<file path="src/core/fef_consts.svh">
// constants of the exception flagging unit: offsets, bit positions, codes
// assumes inclusion by bare name from every design file that needs them
`ifndef FEF_CONSTS_SVH
`define FEF_CONSTS_SVH

// ==========================================
// register byte offsets
`define FEF_OFF_CMD 8'h00
`define FEF_OFF_DATA 8'h04
`define FEF_OFF_RESULT 8'h08
`define FEF_OFF_STATUS 8'h0c
`define FEF_OFF_TAGS 8'h10
`define FEF_OFF_ACK 8'h14

// ==========================================
// status word bit positions
`define FEF_SW_IE 0
`define FEF_SW_DE 1
`define FEF_SW_ZE 2
`define FEF_SW_SF 6
`define FEF_SW_ES 7
`define FEF_SW_C1 9
`define FEF_NUM_EXC 6

// ==========================================
// reset values
`define FEF_CW_RST 16'h037f
`define FEF_TAGS_RST 16'hffff

// ==========================================
// tag codes
`define FEF_TAG_VALID 2'b00
`define FEF_TAG_ZERO 2'b01
`define FEF_TAG_SPECIAL 2'b10
`define FEF_TAG_EMPTY 2'b11

// ==========================================
// indefinite codes, upper word of each format
`define FEF_IND_FP 16'hffc0
`define FEF_IND_INT 16'h8000
`define FEF_IND_BCD 16'hffff

`endif

</file>
<file path="src/core/fef_pkg.sv">
// types of the exception flagging unit
// assumes nothing beyond the constants header
package fef_pkg;

    // ==========================================
    // instruction codes
    typedef enum logic [4:0] {
        OP_NOP = 5'h00, OP_LD_SD = 5'h01, OP_LD_EXT = 5'h02, OP_LD_REG = 5'h03,
        OP_LD_CONST = 5'h04, OP_LD_INT = 5'h05, OP_ST_SD = 5'h06, OP_ST_EXT_P = 5'h07,
        OP_ST_REG = 5'h08, OP_ST_INT = 5'h09, OP_ST_BCD_P = 5'h0a, OP_ST_TRUNC_P = 5'h0b,
        OP_ARITH = 5'h0c, OP_UNARY = 5'h0d, OP_COMPARE = 5'h0e, OP_ABS_CHS = 5'h0f,
        OP_EXCH = 5'h10, OP_EXAMINE = 5'h11, OP_LD_CW = 5'h12, OP_ST_CW = 5'h13,
        OP_ST_SW = 5'h14, OP_CLEX = 5'h15, OP_INIT = 5'h16, OP_SAVE = 5'h17,
        OP_RESTORE = 5'h18, OP_XSAVE = 5'h19, OP_XRESTORE = 5'h1a, OP_INC_SP = 5'h1b,
        OP_DEC_SP = 5'h1c, OP_FREE = 5'h1d
    } fef_op_t;

    typedef enum logic [1:0] {
        MEM_NONE = 2'h0, MEM_FP = 2'h1, MEM_INT = 2'h2, MEM_BCD = 2'h3
    } fef_mem_t;

    // command register layout
    typedef struct packed {
        logic [14:0] rsvd;
        logic pop;
        logic [1:0] res_tag;
        logic [5:0] exc;
        logic [2:0] sti;
        fef_op_t op;
    } fef_cmd_t;

    // decoded instruction class
    typedef struct packed {
        logic arith;
        logic push;
        logic pop_always;
        logic pop_opt;
        logic use_st0;
        logic use_sti;
        logic dst_st0;
        logic dst_sti;
        logic swap;
        fef_mem_t mem;
    } fef_cls_t;

    typedef enum logic [1:0] {
        BUS_IDLE = 2'b01,
        BUS_ACK = 2'b10
    } fef_bus_st_t;

    // status word contents apart from the summary
    typedef struct packed {
        logic [5:0] flags;
        logic sf;
        logic [3:0] cc;
        logic [2:0] top;
    } fef_stat_t;

endpackage : fef_pkg

</file>
<file path="src/core/fef_op_class.sv">
// instruction classifier: arithmetic or not, stack use, destination
// assumes a valid code from the command register
`timescale 1ns/1ps
`default_nettype none
module fef_op_class import fef_pkg::*; (
    // instruction in
    input wire fef_op_t op_i,
    // class out
    output fef_cls_t cls_o
);
    always_comb begin
        cls_o = '0;
        case (op_i)
            OP_LD_SD, OP_LD_INT: begin
                cls_o.arith = 1'b1;
                cls_o.push = 1'b1;
            end
            OP_LD_EXT, OP_LD_CONST: cls_o.push = 1'b1;
            OP_LD_REG: begin
                cls_o.push = 1'b1;
                cls_o.use_sti = 1'b1;
            end
            OP_ST_SD, OP_ST_INT: begin
                cls_o.arith = 1'b1;
                cls_o.use_st0 = 1'b1;
                cls_o.pop_opt = 1'b1;
                cls_o.mem = (op_i == OP_ST_SD) ? MEM_FP : MEM_INT;
            end
            OP_ST_EXT_P: begin
                cls_o.use_st0 = 1'b1;
                cls_o.pop_always = 1'b1;
                cls_o.mem = MEM_FP;
            end
            OP_ST_REG: begin
                cls_o.use_st0 = 1'b1;
                cls_o.pop_opt = 1'b1;
                cls_o.dst_sti = 1'b1;
            end
            OP_ST_BCD_P, OP_ST_TRUNC_P: begin
                cls_o.arith = 1'b1;
                cls_o.use_st0 = 1'b1;
                cls_o.pop_always = 1'b1;
                cls_o.mem = (op_i == OP_ST_BCD_P) ? MEM_BCD : MEM_INT;
            end
            OP_ARITH, OP_COMPARE: begin
                cls_o.arith = 1'b1;
                cls_o.use_st0 = 1'b1;
                cls_o.use_sti = 1'b1;
                cls_o.dst_st0 = (op_i == OP_ARITH);
                cls_o.pop_opt = 1'b1;
            end
            OP_UNARY, OP_ABS_CHS: begin
                cls_o.arith = (op_i == OP_UNARY);
                cls_o.use_st0 = 1'b1;
                cls_o.dst_st0 = 1'b1;
            end
            OP_EXCH: begin
                cls_o.use_st0 = 1'b1;
                cls_o.use_sti = 1'b1;
                cls_o.swap = 1'b1;
            end
            default: cls_o = '0;
        endcase
    end
endmodule : fef_op_class
`default_nettype wire

</file>
<file path="src/core/fef_tag_file.sv">
// tag store of the eight-entry register stack, two write ports
// assumes port 1 wins when both ports hit one entry
`timescale 1ns/1ps
`default_nettype none
`include "fef_consts.svh"
module fef_tag_file #(
    parameter int DEPTH = 8
) (
    // clock and reset
    input wire logic ref_clk_i,
    input wire logic sys_rst_i,
    // writes
    input wire logic init_i,
    input wire logic we0_i,
    input wire logic [$clog2(DEPTH)-1:0] idx0_i,
    input wire logic [1:0] tag0_i,
    input wire logic we1_i,
    input wire logic [$clog2(DEPTH)-1:0] idx1_i,
    input wire logic [1:0] tag1_i,
    // tags out
    output logic [2*DEPTH-1:0] tags_o
);
    genvar g;
    generate
        for (g = 0; g < DEPTH; g++) begin : g_ent
            always_ff @(posedge ref_clk_i) begin
                if (sys_rst_i || init_i) begin
                    tags_o[2*g +: 2] <= `FEF_TAG_EMPTY;
                end else if (we1_i && idx1_i == g) begin
                    tags_o[2*g +: 2] <= tag1_i;
                end else if (we0_i && idx0_i == g) begin
                    tags_o[2*g +: 2] <= tag0_i;
                end
            end
        end
    endgenerate
endmodule : fef_tag_file
`default_nettype wire

</file>
<file path="src/core/fef_core.sv">
// exception flagging unit: status and control words, stack fault detection
// assumes an avalon-mm master issuing instructions through the command register
//
// Decided for this implementation: the address map and the Avalon-MM register port.
`timescale 1ns/1ps
`default_nettype none
`include "fef_consts.svh"
module fef_core import fef_pkg::*; #(
    parameter int ADDR_W = 8,
    parameter int DEPTH = 8
) (
    // clock and reset
    input wire logic ref_clk_i,
    input wire logic sys_rst_i,
    // avalon-mm slave
    input wire logic [ADDR_W-1:0] avs_address_i,
    input wire logic avs_read_i,
    input wire logic avs_write_i,
    input wire logic [31:0] avs_writedata_i,
    input wire logic [3:0] avs_byteenable_i,
    output logic [31:0] avs_readdata_o,
    output logic avs_waitrequest_o,
    // handler and status view
    output logic handler_req_o,
    output logic [15:0] status_word_o
);
    localparam int IW = $clog2(DEPTH);

    // ==========================================
    // state
    fef_bus_st_t bus_st_q;
    fef_stat_t stat_q, stat_d;
    logic [15:0] ctrl_q, ctrl_d;
    logic [31:0] data_q;
    logic [31:0] result_q, result_d;
    logic [2*DEPTH-1:0] tags;
    fef_cmd_t cmd;
    fef_cls_t cls;

    // ==========================================
    // helpers
    function automatic logic [1:0] tag_at(input logic [2*DEPTH-1:0] t,
                                          input logic [IW-1:0] i);
        tag_at = t[2*i +: 2];
    endfunction : tag_at

    function automatic logic summary(input logic [5:0] f, input logic [15:0] c);
        summary = |(f & ~c[`FEF_NUM_EXC-1:0]);
    endfunction : summary

    function automatic logic [15:0] pack_sw(input fef_stat_t s, input logic [15:0] c);
        logic es;
        es = summary(s.flags, c);
        pack_sw = {es, s.cc[3], s.top, s.cc[2:0], es, s.sf, s.flags};
    endfunction : pack_sw

    function automatic fef_stat_t unpack_sw(input logic [15:0] w);
        unpack_sw.flags = w[`FEF_NUM_EXC-1:0];
        unpack_sw.sf = w[`FEF_SW_SF];
        unpack_sw.cc = {w[14], w[10:8]};
        unpack_sw.top = w[13:11];
    endfunction : unpack_sw

    // ==========================================
    // bus handshake
    logic take;
    logic take_wr;
    logic exec;
    assign take = (bus_st_q == BUS_ACK);
    assign take_wr = take && avs_write_i;
    assign exec = take_wr && avs_address_i == ADDR_W'(`FEF_OFF_CMD);
    assign cmd = fef_cmd_t'(avs_writedata_i);

    always_ff @(posedge ref_clk_i) begin
        if (sys_rst_i) begin
            bus_st_q <= BUS_IDLE;
            avs_waitrequest_o <= 1'b1;
        end else begin
            case (bus_st_q)
                BUS_IDLE: begin
                    if (avs_read_i || avs_write_i) begin
                        bus_st_q <= BUS_ACK;
                        avs_waitrequest_o <= 1'b0;
                    end
                end
                BUS_ACK: begin
                    bus_st_q <= BUS_IDLE;
                    avs_waitrequest_o <= 1'b1;
                end
                default: begin
                    bus_st_q <= BUS_IDLE;
                    avs_waitrequest_o <= 1'b1;
                end
            endcase
        end
    end

    // read data loaded while the answer is prepared
    always_ff @(posedge ref_clk_i) begin
        if (sys_rst_i) begin
            avs_readdata_o <= '0;
        end else if (bus_st_q == BUS_IDLE && avs_read_i) begin
            case (avs_address_i)
                ADDR_W'(`FEF_OFF_DATA): avs_readdata_o <= data_q;
                ADDR_W'(`FEF_OFF_RESULT): avs_readdata_o <= result_q;
                ADDR_W'(`FEF_OFF_STATUS): avs_readdata_o <= {16'h0000, status_word_o};
                ADDR_W'(`FEF_OFF_TAGS): avs_readdata_o <= 32'(tags);
                ADDR_W'(`FEF_OFF_ACK): avs_readdata_o <= {31'h0, handler_req_o};
                default: avs_readdata_o <= '0;
            endcase
        end
    end

    // operand word, byte lanes honoured
    genvar b;
    generate
        for (b = 0; b < 4; b++) begin : g_data
            always_ff @(posedge ref_clk_i) begin
                if (sys_rst_i) begin
                    data_q[8*b +: 8] <= '0;
                end else if (take_wr && avs_byteenable_i[b] &&
                             avs_address_i == ADDR_W'(`FEF_OFF_DATA)) begin
                    data_q[8*b +: 8] <= avs_writedata_i[8*b +: 8];
                end
            end
        end
    endgenerate

    // ==========================================
    // classification and stack fault detection
    fef_op_class u_class (
        .op_i(cmd.op),
        .cls_o(cls)
    );

    logic [IW-1:0] idx_st0;
    logic [IW-1:0] idx_sti;
    logic [IW-1:0] idx_push;
    logic ovf;
    logic unf;
    logic fault;
    logic [5:0] exc_new;
    logic unmasked;
    logic do_pop;

    assign idx_st0 = stat_q.top;
    assign idx_sti = IW'(stat_q.top + cmd.sti);
    assign idx_push = IW'(stat_q.top - 1'b1);
    assign ovf = cls.push && tag_at(tags, idx_push) != `FEF_TAG_EMPTY;
    assign unf = (cls.use_st0 && tag_at(tags, idx_st0) == `FEF_TAG_EMPTY) ||
                 (cls.use_sti && tag_at(tags, idx_sti) == `FEF_TAG_EMPTY);
    assign fault = ovf || unf;
    assign do_pop = cls.pop_always || (cls.pop_opt && cmd.pop);

    // operand exceptions only for arithmetic instructions
    always_comb begin
        exc_new = '0;
        if (fault) begin
            exc_new[`FEF_SW_IE] = 1'b1;
        end else if (cls.arith) begin
            exc_new = cmd.exc;
        end
    end
    assign unmasked = |(exc_new & ~ctrl_q[`FEF_NUM_EXC-1:0]);

    // ==========================================
    // tag writes
    logic init;
    logic we0;
    logic we1;
    logic [IW-1:0] idx0;
    logic [IW-1:0] idx1;
    logic [1:0] tag0;
    logic [1:0] tag1;

    assign init = exec && (cmd.op == OP_INIT || cmd.op == OP_SAVE);

    always_comb begin
        we0 = 1'b0;
        we1 = 1'b0;
        idx0 = idx_st0;
        idx1 = idx_st0;
        tag0 = cmd.res_tag;
        tag1 = `FEF_TAG_EMPTY;
        if (exec && !unmasked) begin
            if (cls.push) begin
                we0 = 1'b1;
                idx0 = idx_push;
                if (fault) begin
                    tag0 = `FEF_TAG_SPECIAL;
                end else if (cmd.op == OP_LD_REG) begin
                    tag0 = tag_at(tags, idx_sti);
                end
            end else if (cls.dst_st0 || cls.dst_sti) begin
                we0 = 1'b1;
                idx0 = cls.dst_sti ? idx_sti : idx_st0;
                if (fault) begin
                    tag0 = `FEF_TAG_SPECIAL;
                end else if (cls.dst_sti) begin
                    tag0 = tag_at(tags, idx_st0);
                end
            end else if (cls.swap) begin
                we0 = 1'b1;
                we1 = 1'b1;
                idx0 = idx_sti;
                idx1 = idx_st0;
                tag0 = unf && tag_at(tags, idx_st0) == `FEF_TAG_EMPTY ?
                       `FEF_TAG_SPECIAL : tag_at(tags, idx_st0);
                tag1 = unf && tag_at(tags, idx_sti) == `FEF_TAG_EMPTY ?
                       `FEF_TAG_SPECIAL : tag_at(tags, idx_sti);
            end else if (cmd.op == OP_FREE) begin
                we0 = 1'b1;
                idx0 = idx_sti;
                tag0 = `FEF_TAG_EMPTY;
            end
            if (do_pop) begin
                we1 = 1'b1;
                idx1 = idx_st0;
                tag1 = `FEF_TAG_EMPTY;
            end
        end
    end

    fef_tag_file #(
        .DEPTH(DEPTH)
    ) u_tags (
        .ref_clk_i(ref_clk_i),
        .sys_rst_i(sys_rst_i),
        .init_i(init),
        .we0_i(we0),
        .idx0_i(idx0),
        .tag0_i(tag0),
        .we1_i(we1),
        .idx1_i(idx1),
        .tag1_i(tag1),
        .tags_o(tags)
    );

    // ==========================================
    // status and control next state
    always_comb begin
        stat_d = stat_q;
        ctrl_d = ctrl_q;
        if (exec) begin
            case (cmd.op)
                OP_LD_CW: ctrl_d = data_q[15:0];
                OP_RESTORE, OP_XRESTORE: begin
                    ctrl_d = data_q[15:0];
                    stat_d = unpack_sw(data_q[31:16]);
                end
                OP_CLEX: begin
                    stat_d.flags = '0;
                    stat_d.sf = 1'b0;
                end
                OP_INIT, OP_SAVE: begin
                    ctrl_d = `FEF_CW_RST;
                    stat_d = '0;
                end
                OP_INC_SP: stat_d.top = IW'(stat_q.top + 1'b1);
                OP_DEC_SP: stat_d.top = IW'(stat_q.top - 1'b1);
                default: begin
                    stat_d.flags = stat_q.flags | exc_new;
                    if (fault) begin
                        stat_d.sf = 1'b1;
                        stat_d.cc[1] = ovf;
                    end
                    if (!unmasked) begin
                        if (cls.push) begin
                            stat_d.top = idx_push;
                        end else if (do_pop) begin
                            stat_d.top = IW'(stat_q.top + 1'b1);
                        end
                    end
                end
            endcase
        end
    end

    always_ff @(posedge ref_clk_i) begin
        if (sys_rst_i) begin
            stat_q <= '0;
        end else begin
            stat_q <= stat_d;
        end
    end

    always_ff @(posedge ref_clk_i) begin
        if (sys_rst_i) begin
            ctrl_q <= `FEF_CW_RST;
        end else begin
            ctrl_q <= ctrl_d;
        end
    end

    always_ff @(posedge ref_clk_i) begin
        if (sys_rst_i) begin
            status_word_o <= '0;
        end else begin
            status_word_o <= pack_sw(stat_d, ctrl_d);
        end
    end

    // ==========================================
    // stored words and indefinite results
    always_comb begin
        result_d = result_q;
        if (exec) begin
            case (cmd.op)
                OP_ST_CW: result_d = {16'h0000, ctrl_q};
                OP_ST_SW: result_d = {16'h0000, pack_sw(stat_q, ctrl_q)};
                OP_SAVE, OP_XSAVE: result_d = {pack_sw(stat_q, ctrl_q), ctrl_q};
                default: begin
                    if (fault && !unmasked) begin
                        case (cls.mem)
                            MEM_FP: result_d = {`FEF_IND_FP, 16'h0000};
                            MEM_INT: result_d = {`FEF_IND_INT, 16'h0000};
                            MEM_BCD: result_d = {`FEF_IND_BCD, 16'h0000};
                            default: result_d = result_q;
                        endcase
                    end
                end
            endcase
        end
    end

    always_ff @(posedge ref_clk_i) begin
        if (sys_rst_i) begin
            result_q <= '0;
        end else begin
            result_q <= result_d;
        end
    end

    // ==========================================
    // handler request, set beats acknowledge
    always_ff @(posedge ref_clk_i) begin
        if (sys_rst_i) begin
            handler_req_o <= 1'b0;
        end else if (exec && unmasked) begin
            handler_req_o <= 1'b1;
        end else if (take_wr && avs_address_i == ADDR_W'(`FEF_OFF_ACK)) begin
            handler_req_o <= 1'b0;
        end
    end

endmodule : fef_core
`default_nettype wire

</file>
<file path="config.mk">
export PLATFORM = sky130hd
export DESIGN_NAME = fef_core
export DESIGN_NICKNAME = d
export VERILOG_FILES = /design/src/core/fef_pkg.sv /design/src/core/fef_op_class.sv /design/src/core/fef_tag_file.sv /design/src/core/fef_core.sv
export VERILOG_INCLUDE_DIRS = /design/src /design/src/core
export SDC_FILE = /design/constraint.sdc
export NUM_CORES = 1
export LEC_CHECK = 0
export BUFFER_PORTS_ARGS = -buffer_cell sky130_fd_sc_hd__buf_2
export CORE_MARGIN = 2
export CORE_UTILIZATION = 50
export DETAILED_ROUTE_END_ITERATION = 16
export PLACE_DENSITY_LB_ADDON = 0.25
export SYNTH_ARGS = -nofsm -noshare
export SYNTH_HDL_FRONTEND = slang
export SYNTH_SLANG_ARGS = --single-unit
</file>
<file path="constraint.sdc">
create_clock -name ref_clk_i -period 4.45 [get_ports ref_clk_i]
set_input_delay 0.445 -clock ref_clk_i [delete_from_list [all_inputs] [get_ports ref_clk_i]]
set_output_delay 0.445 -clock ref_clk_i [all_outputs]
set_load 0.005 [all_outputs]
</file>
==> impl_table.tex <==
\begin{tabular}{lr}
\hline
Metric & Value \\
\hline
\multicolumn{2}{l}{\textbf{Timing}} \\
Worst Hold Margin & 262 ps \\
Finish-stage setup viols & 0 \\
Accumulated negative setup slack & 0 ps \\
Highest attainable clock frequency & 0.256 GHz \\
Transition time at the pin with the least slew margin & 1060 ps \\
Final hold violation count & 0 \\
Period minus WS final & 3910 ps \\
Share of the cycle needed by the critical path after routing & 87.8\% \\
Setup repair after global routing missed its margin & false \\
Setup Skew & 9.44 ps \\
Worst slew margin relative to its limit & 29.6\% \\
Post-route setup slack & 541 ps \\
Max-slew violation total from the final report & 0 \\
\multicolumn{2}{l}{\textbf{Clocking}} \\
Post-cts gate resize count & 0 \\
Post-CTS Hold Fix Bufs & 0 \\
Total clock sinks & 146 \\
TritonCTS buffer count & 17 \\
Clock root cell & sky130\_fd\_sc\_hd\_\_clkbuf\_16 \\
Skew-Pair Late Insertion Delay & 430 ps \\
Total number of H-tree levels & 4 \\
\# Post-CTS Setup Buffers & 0 \\
Clock buffer depth & 2 \\
TritonCTS clock tree & done \\
Clock transition at the registers of the reported paths & 70 ps \\
\multicolumn{2}{l}{\textbf{Synth}} \\
Async S/R FF share, synth & 0\% \\
Prevailing post-synth register cell & sky130\_fd\_sc\_hd\_\_dfxtp\_1 \\
Post-synthesis register bit count & 146 \\
Cell Area, Synth & 8050 um\^{}2 \\
Mean Syn Cell Area & 8.01 um\^{}2 \\
Share of synthesized area occupied by flip-flops and latches & 36.3\% \\
EDFF count, synth & 0 \\
Top cell type by total area after synthesis & sky130\_fd\_sc\_hd\_\_dfxtp\_1 \\
Leading cell types by total area after synthesis & sky130\_fd\_sc\_hd\_\_dfxtp\_1 36\%, sky130\_fd\_sc\_hd\_\_a22oi\_1 8.6\%, sky130\_fd\_sc\_hd\_\_a21oi\_1 5.8\%, sky130\_fd\_sc\_hd\_\_nand2\_1 5.4\%, sky130\_fd\_sc\_hd\_\_nor2\_1 4.7\% \\
Yosys cell types & 71 \\
Ys Warns & 0 \\
Most frequent cell after synthesis & sky130\_fd\_sc\_hd\_\_dfxtp\_1 \\
Synthesized instance count & 1,006 \\
Area share of the largest cell type after synthesis & 36.3\% \\
Synthesized netlist net count & 1,063 \\
Commonest cells in the synthesized netlist & 146 x sky130\_fd\_sc\_hd\_\_dfxtp\_1, 115 x sky130\_fd\_sc\_hd\_\_nand2\_1, 101 x sky130\_fd\_sc\_hd\_\_nor2\_1, 94 x sky130\_fd\_sc\_hd\_\_a21oi\_1, 92 x sky130\_fd\_sc\_hd\_\_a22oi\_1 \\
\multicolumn{2}{l}{\textbf{Finish}} \\
Fill cells & 1,449 \\
Share of post-route cells with drive strength above 1 & 17.8\% \\
Number of nets in the layout & 1,132 \\
Final std cells w/o fill & 1,304 \\
Diode insertion count for antenna repair & 0 \\
Area growth, synth to finish & 16.0\% \\
Non-Filler Cell Area, Final & 9340 um\^{}2 \\
\multicolumn{2}{l}{\textbf{Status}} \\
Outcome & completed \\
\multicolumn{2}{l}{\textbf{Place}} \\
Worst setup slack before clock tree synthesis & 436 ps \\
Placement Cell Area & 8770 um\^{}2 \\
Number of input and output port buffers inserted & 97 \\
HPWL reported at the end of detailed placement & 19.7 mm \\
RePlAce Congestion & 0.941 \\
Placed Instances & 1,272 \\
\multicolumn{2}{l}{\textbf{Floorplanning}} \\
Total die area & 17,100 um\^{}2 \\
Die Height & 131 um \\
Core area & 15,800 um\^{}2 \\
FP Rows & 46 \\
Die Span X & 131 um \\
Boundary pin count & 98 \\
Initial core utilization & 50.9\% \\
\multicolumn{2}{l}{\textbf{Worst setup path}} \\
Element type at the critical path start & register \\
Critical path cell sequence & buf\_4 > inv\_2 > ha\_1 > xor2\_1 > mux4\_2 > a22o\_1 > o41a\_1 > or3\_1 > or3\_4 > mux2i\_1 > a22oi\_1 \\
Worst reg2reg startpoint & idx\_st0[0] \\
Max incr delay on CP & 520 ps \\
WS Path Type & register to register \\
Sort of element at the end of the critical path & register \\
Cell with the largest stage delay on the worst path & sky130\_fd\_sc\_hd\_\_or3\_1 \\
Data arrival at the endpoint of the critical path & 4250 ps \\
CP max FO & 15 \\
Startpoint of the worst setup timing path & idx\_st0[0] \\
Worst EP required & 4790 ps \\
\multicolumn{2}{l}{\textbf{Routing}} \\
Residual DRC count & 0 \\
Final ANT Viol Nets & 0 \\
Number of search-and-repair iterations in the first detailed-routing pass & 6 \\
Via-per-instance ratio & 6.50 \\
Wire per inst & 21.2 um \\
Sum of routed wire length over all layers & 27.6 mm \\
Violation count after the first detailed-route iteration & 1,188 \\
Vias & 8,476 \\
\multicolumn{2}{l}{\textbf{Power}} \\
Switching Fraction & 26.9\% \\
Pwr dens & 318 nW/um\^{}2 \\
Gate power share & 8.2\% \\
Fraction of power consumed by the clock network & 47.7\% \\
Sequential power share & 44.1\% \\
Net switching component of the power & 798 uW \\
Cell Int Power & 2170 uW \\
Leakage dissipation & 0.00363 uW \\
Worst IR drop on VDD & 0.000328 V \\
\multicolumn{2}{l}{\textbf{Global routing}} \\
Global-route wire length before repair & 42.4 mm \\
Total grt overflow & 0 \\
Pin count of the biggest net entering global routing & 68 \\
Number of global-route vias before repair & 7,562 \\
Total track usage & 32.5\% \\
Antenna violations before repair & 0 \\
\multicolumn{2}{l}{\textbf{Worst hold path}} \\
Startpoint of the lowest-slack hold path & avs\_writedata\_i[21] \\
Hold WC Path Type & input port to register \\
\multicolumn{2}{l}{\textbf{Run}} \\
Max Cap Violations & 0 \\
\hline
\end{tabular}
worst paths after layout:
path	to	slack, ps	cells after the start
max	u_tags.tags_o[10]	540	11
min	data_q[21]	260	3
min reg2reg	result_q[10]	460	2
max reg2reg	u_tags.tags_o[10]	540	11
area by class of cell:
class / instances / area (um^2) / area share (%)
Tap cell: 216 / 270 / 2.89
Clock inverter: 14 / 149 / 1.59
Sequential cell: 146 / 2920 / 31.3
Inverter: 25 / 93.8 / 1.00
Multi-Input combinational cell: 757 / 4760 / 50.9
Clock buffer: 18 / 429 / 4.59
Timing Repair Buffer: 128 / 721 / 7.71
per-layer routing:
metal | GRT usage [%] | wire length, um
met1 | 44.7 | 11300
met2 | 50.8 | 12500
met3 | 5.70 | 2770
met4 | 12.9 | 987
met5 | 0 | 0
critical path, delay by kind of cell (launching register included):
kind | cells | cell delay, ps
xor+xnor | 1 | 330
simple gates | 2 | 970
fa+ha+maj | 1 | 260
buf+inv | 2 | 430
flops | 1 | 340
compound gates | 3 | 1000
mux | 2 | 490
metrics by stage:
step / utilization, % / total power, uW
detailed placement: 55.4 / 1570
CTS: 59.0 / 2970
global placement: 55.4 / 1570
floorplan: - / 1490
finish: 59.0 / 2970
global route: 59.0 / 3050
cells in the final DEF, fill, tap and decap left out, types with 4 or more instances in the layout:
| cell | n |
|---|---|
| sky130_fd_sc_hd__a22o_1 | 19 |
| sky130_fd_sc_hd__buf_2 | 96 |
| sky130_fd_sc_hd__dfxtp_1 | 146 |
| sky130_fd_sc_hd__nor4_1 | 7 |
| sky130_fd_sc_hd__mux2i_1 | 21 |
| sky130_fd_sc_hd__clkbuf_16 | 17 |
| sky130_fd_sc_hd__a32oi_1 | 9 |
| sky130_fd_sc_hd__nand2b_1 | 18 |
| sky130_fd_sc_hd__nor2_1 | 100 |
| sky130_fd_sc_hd__a31oi_1 | 4 |
| sky130_fd_sc_hd__o2bb2ai_1 | 5 |
| sky130_fd_sc_hd__a211o_1 | 4 |
| sky130_fd_sc_hd__ha_1 | 8 |
| sky130_fd_sc_hd__and2_1 | 13 |
| sky130_fd_sc_hd__a21o_1 | 6 |
| sky130_fd_sc_hd__nor3_1 | 12 |
| sky130_fd_sc_hd__a22oi_1 | 92 |
| sky130_fd_sc_hd__mux4_2 | 11 |
| sky130_fd_sc_hd__o22ai_1 | 6 |
| sky130_fd_sc_hd__buf_4 | 32 |
| sky130_fd_sc_hd__nand2_1 | 115 |
| sky130_fd_sc_hd__nand4_1 | 4 |
| sky130_fd_sc_hd__inv_6 | 4 |
| sky130_fd_sc_hd__and3_1 | 8 |
| sky130_fd_sc_hd__inv_1 | 24 |
| sky130_fd_sc_hd__a21oi_1 | 94 |
| sky130_fd_sc_hd__and4_1 | 4 |
| sky130_fd_sc_hd__nand3b_1 | 6 |
| sky130_fd_sc_hd__nor2b_1 | 5 |
| sky130_fd_sc_hd__a211oi_1 | 19 |
| sky130_fd_sc_hd__or3_1 | 4 |
| sky130_fd_sc_hd__o21ai_0 | 47 |
| sky130_fd_sc_hd__nand3_1 | 54 |
logic make-up (layout without fill, tap and decap cells):
group                      after synthesis  in the layout  share of synthesized area (%)
buffers and inverters                  103            185                           4.88
AOI/OAI and AO/OA                      334            334                           27.8
and+or+nand+nor                        373            373                           22.4
adders and majority gates               10             10                           1.62
muxes                                   36             36                           6.43
DFF                                    146            146                           36.3
xor gates and xnor gates                 4              4                          0.621
power by group through the flow:
stage | logic (uW) | registers, uW | clock network, uW
floorplan | 149 | 1340 | 0
global placement | 233 | 1340 | 0
detailed placement | 234 | 1340 | 0
CTS | 235 | 1310 | 1420
global route | 259 | 1310 | 1480
finish | 243 | 1310 | 1420
registers in the layout (all words and copies together) (netlist names):
register,flops
avs_readdata_o,32
data_q,32
result_q,32
ctrl_q,16
u_tags.tags_o,16
stat_q,8
status_word_o,5
bus_st_q,2
idx_st0,2
handler_req_o,1
(Power assumes the default switching activity.)
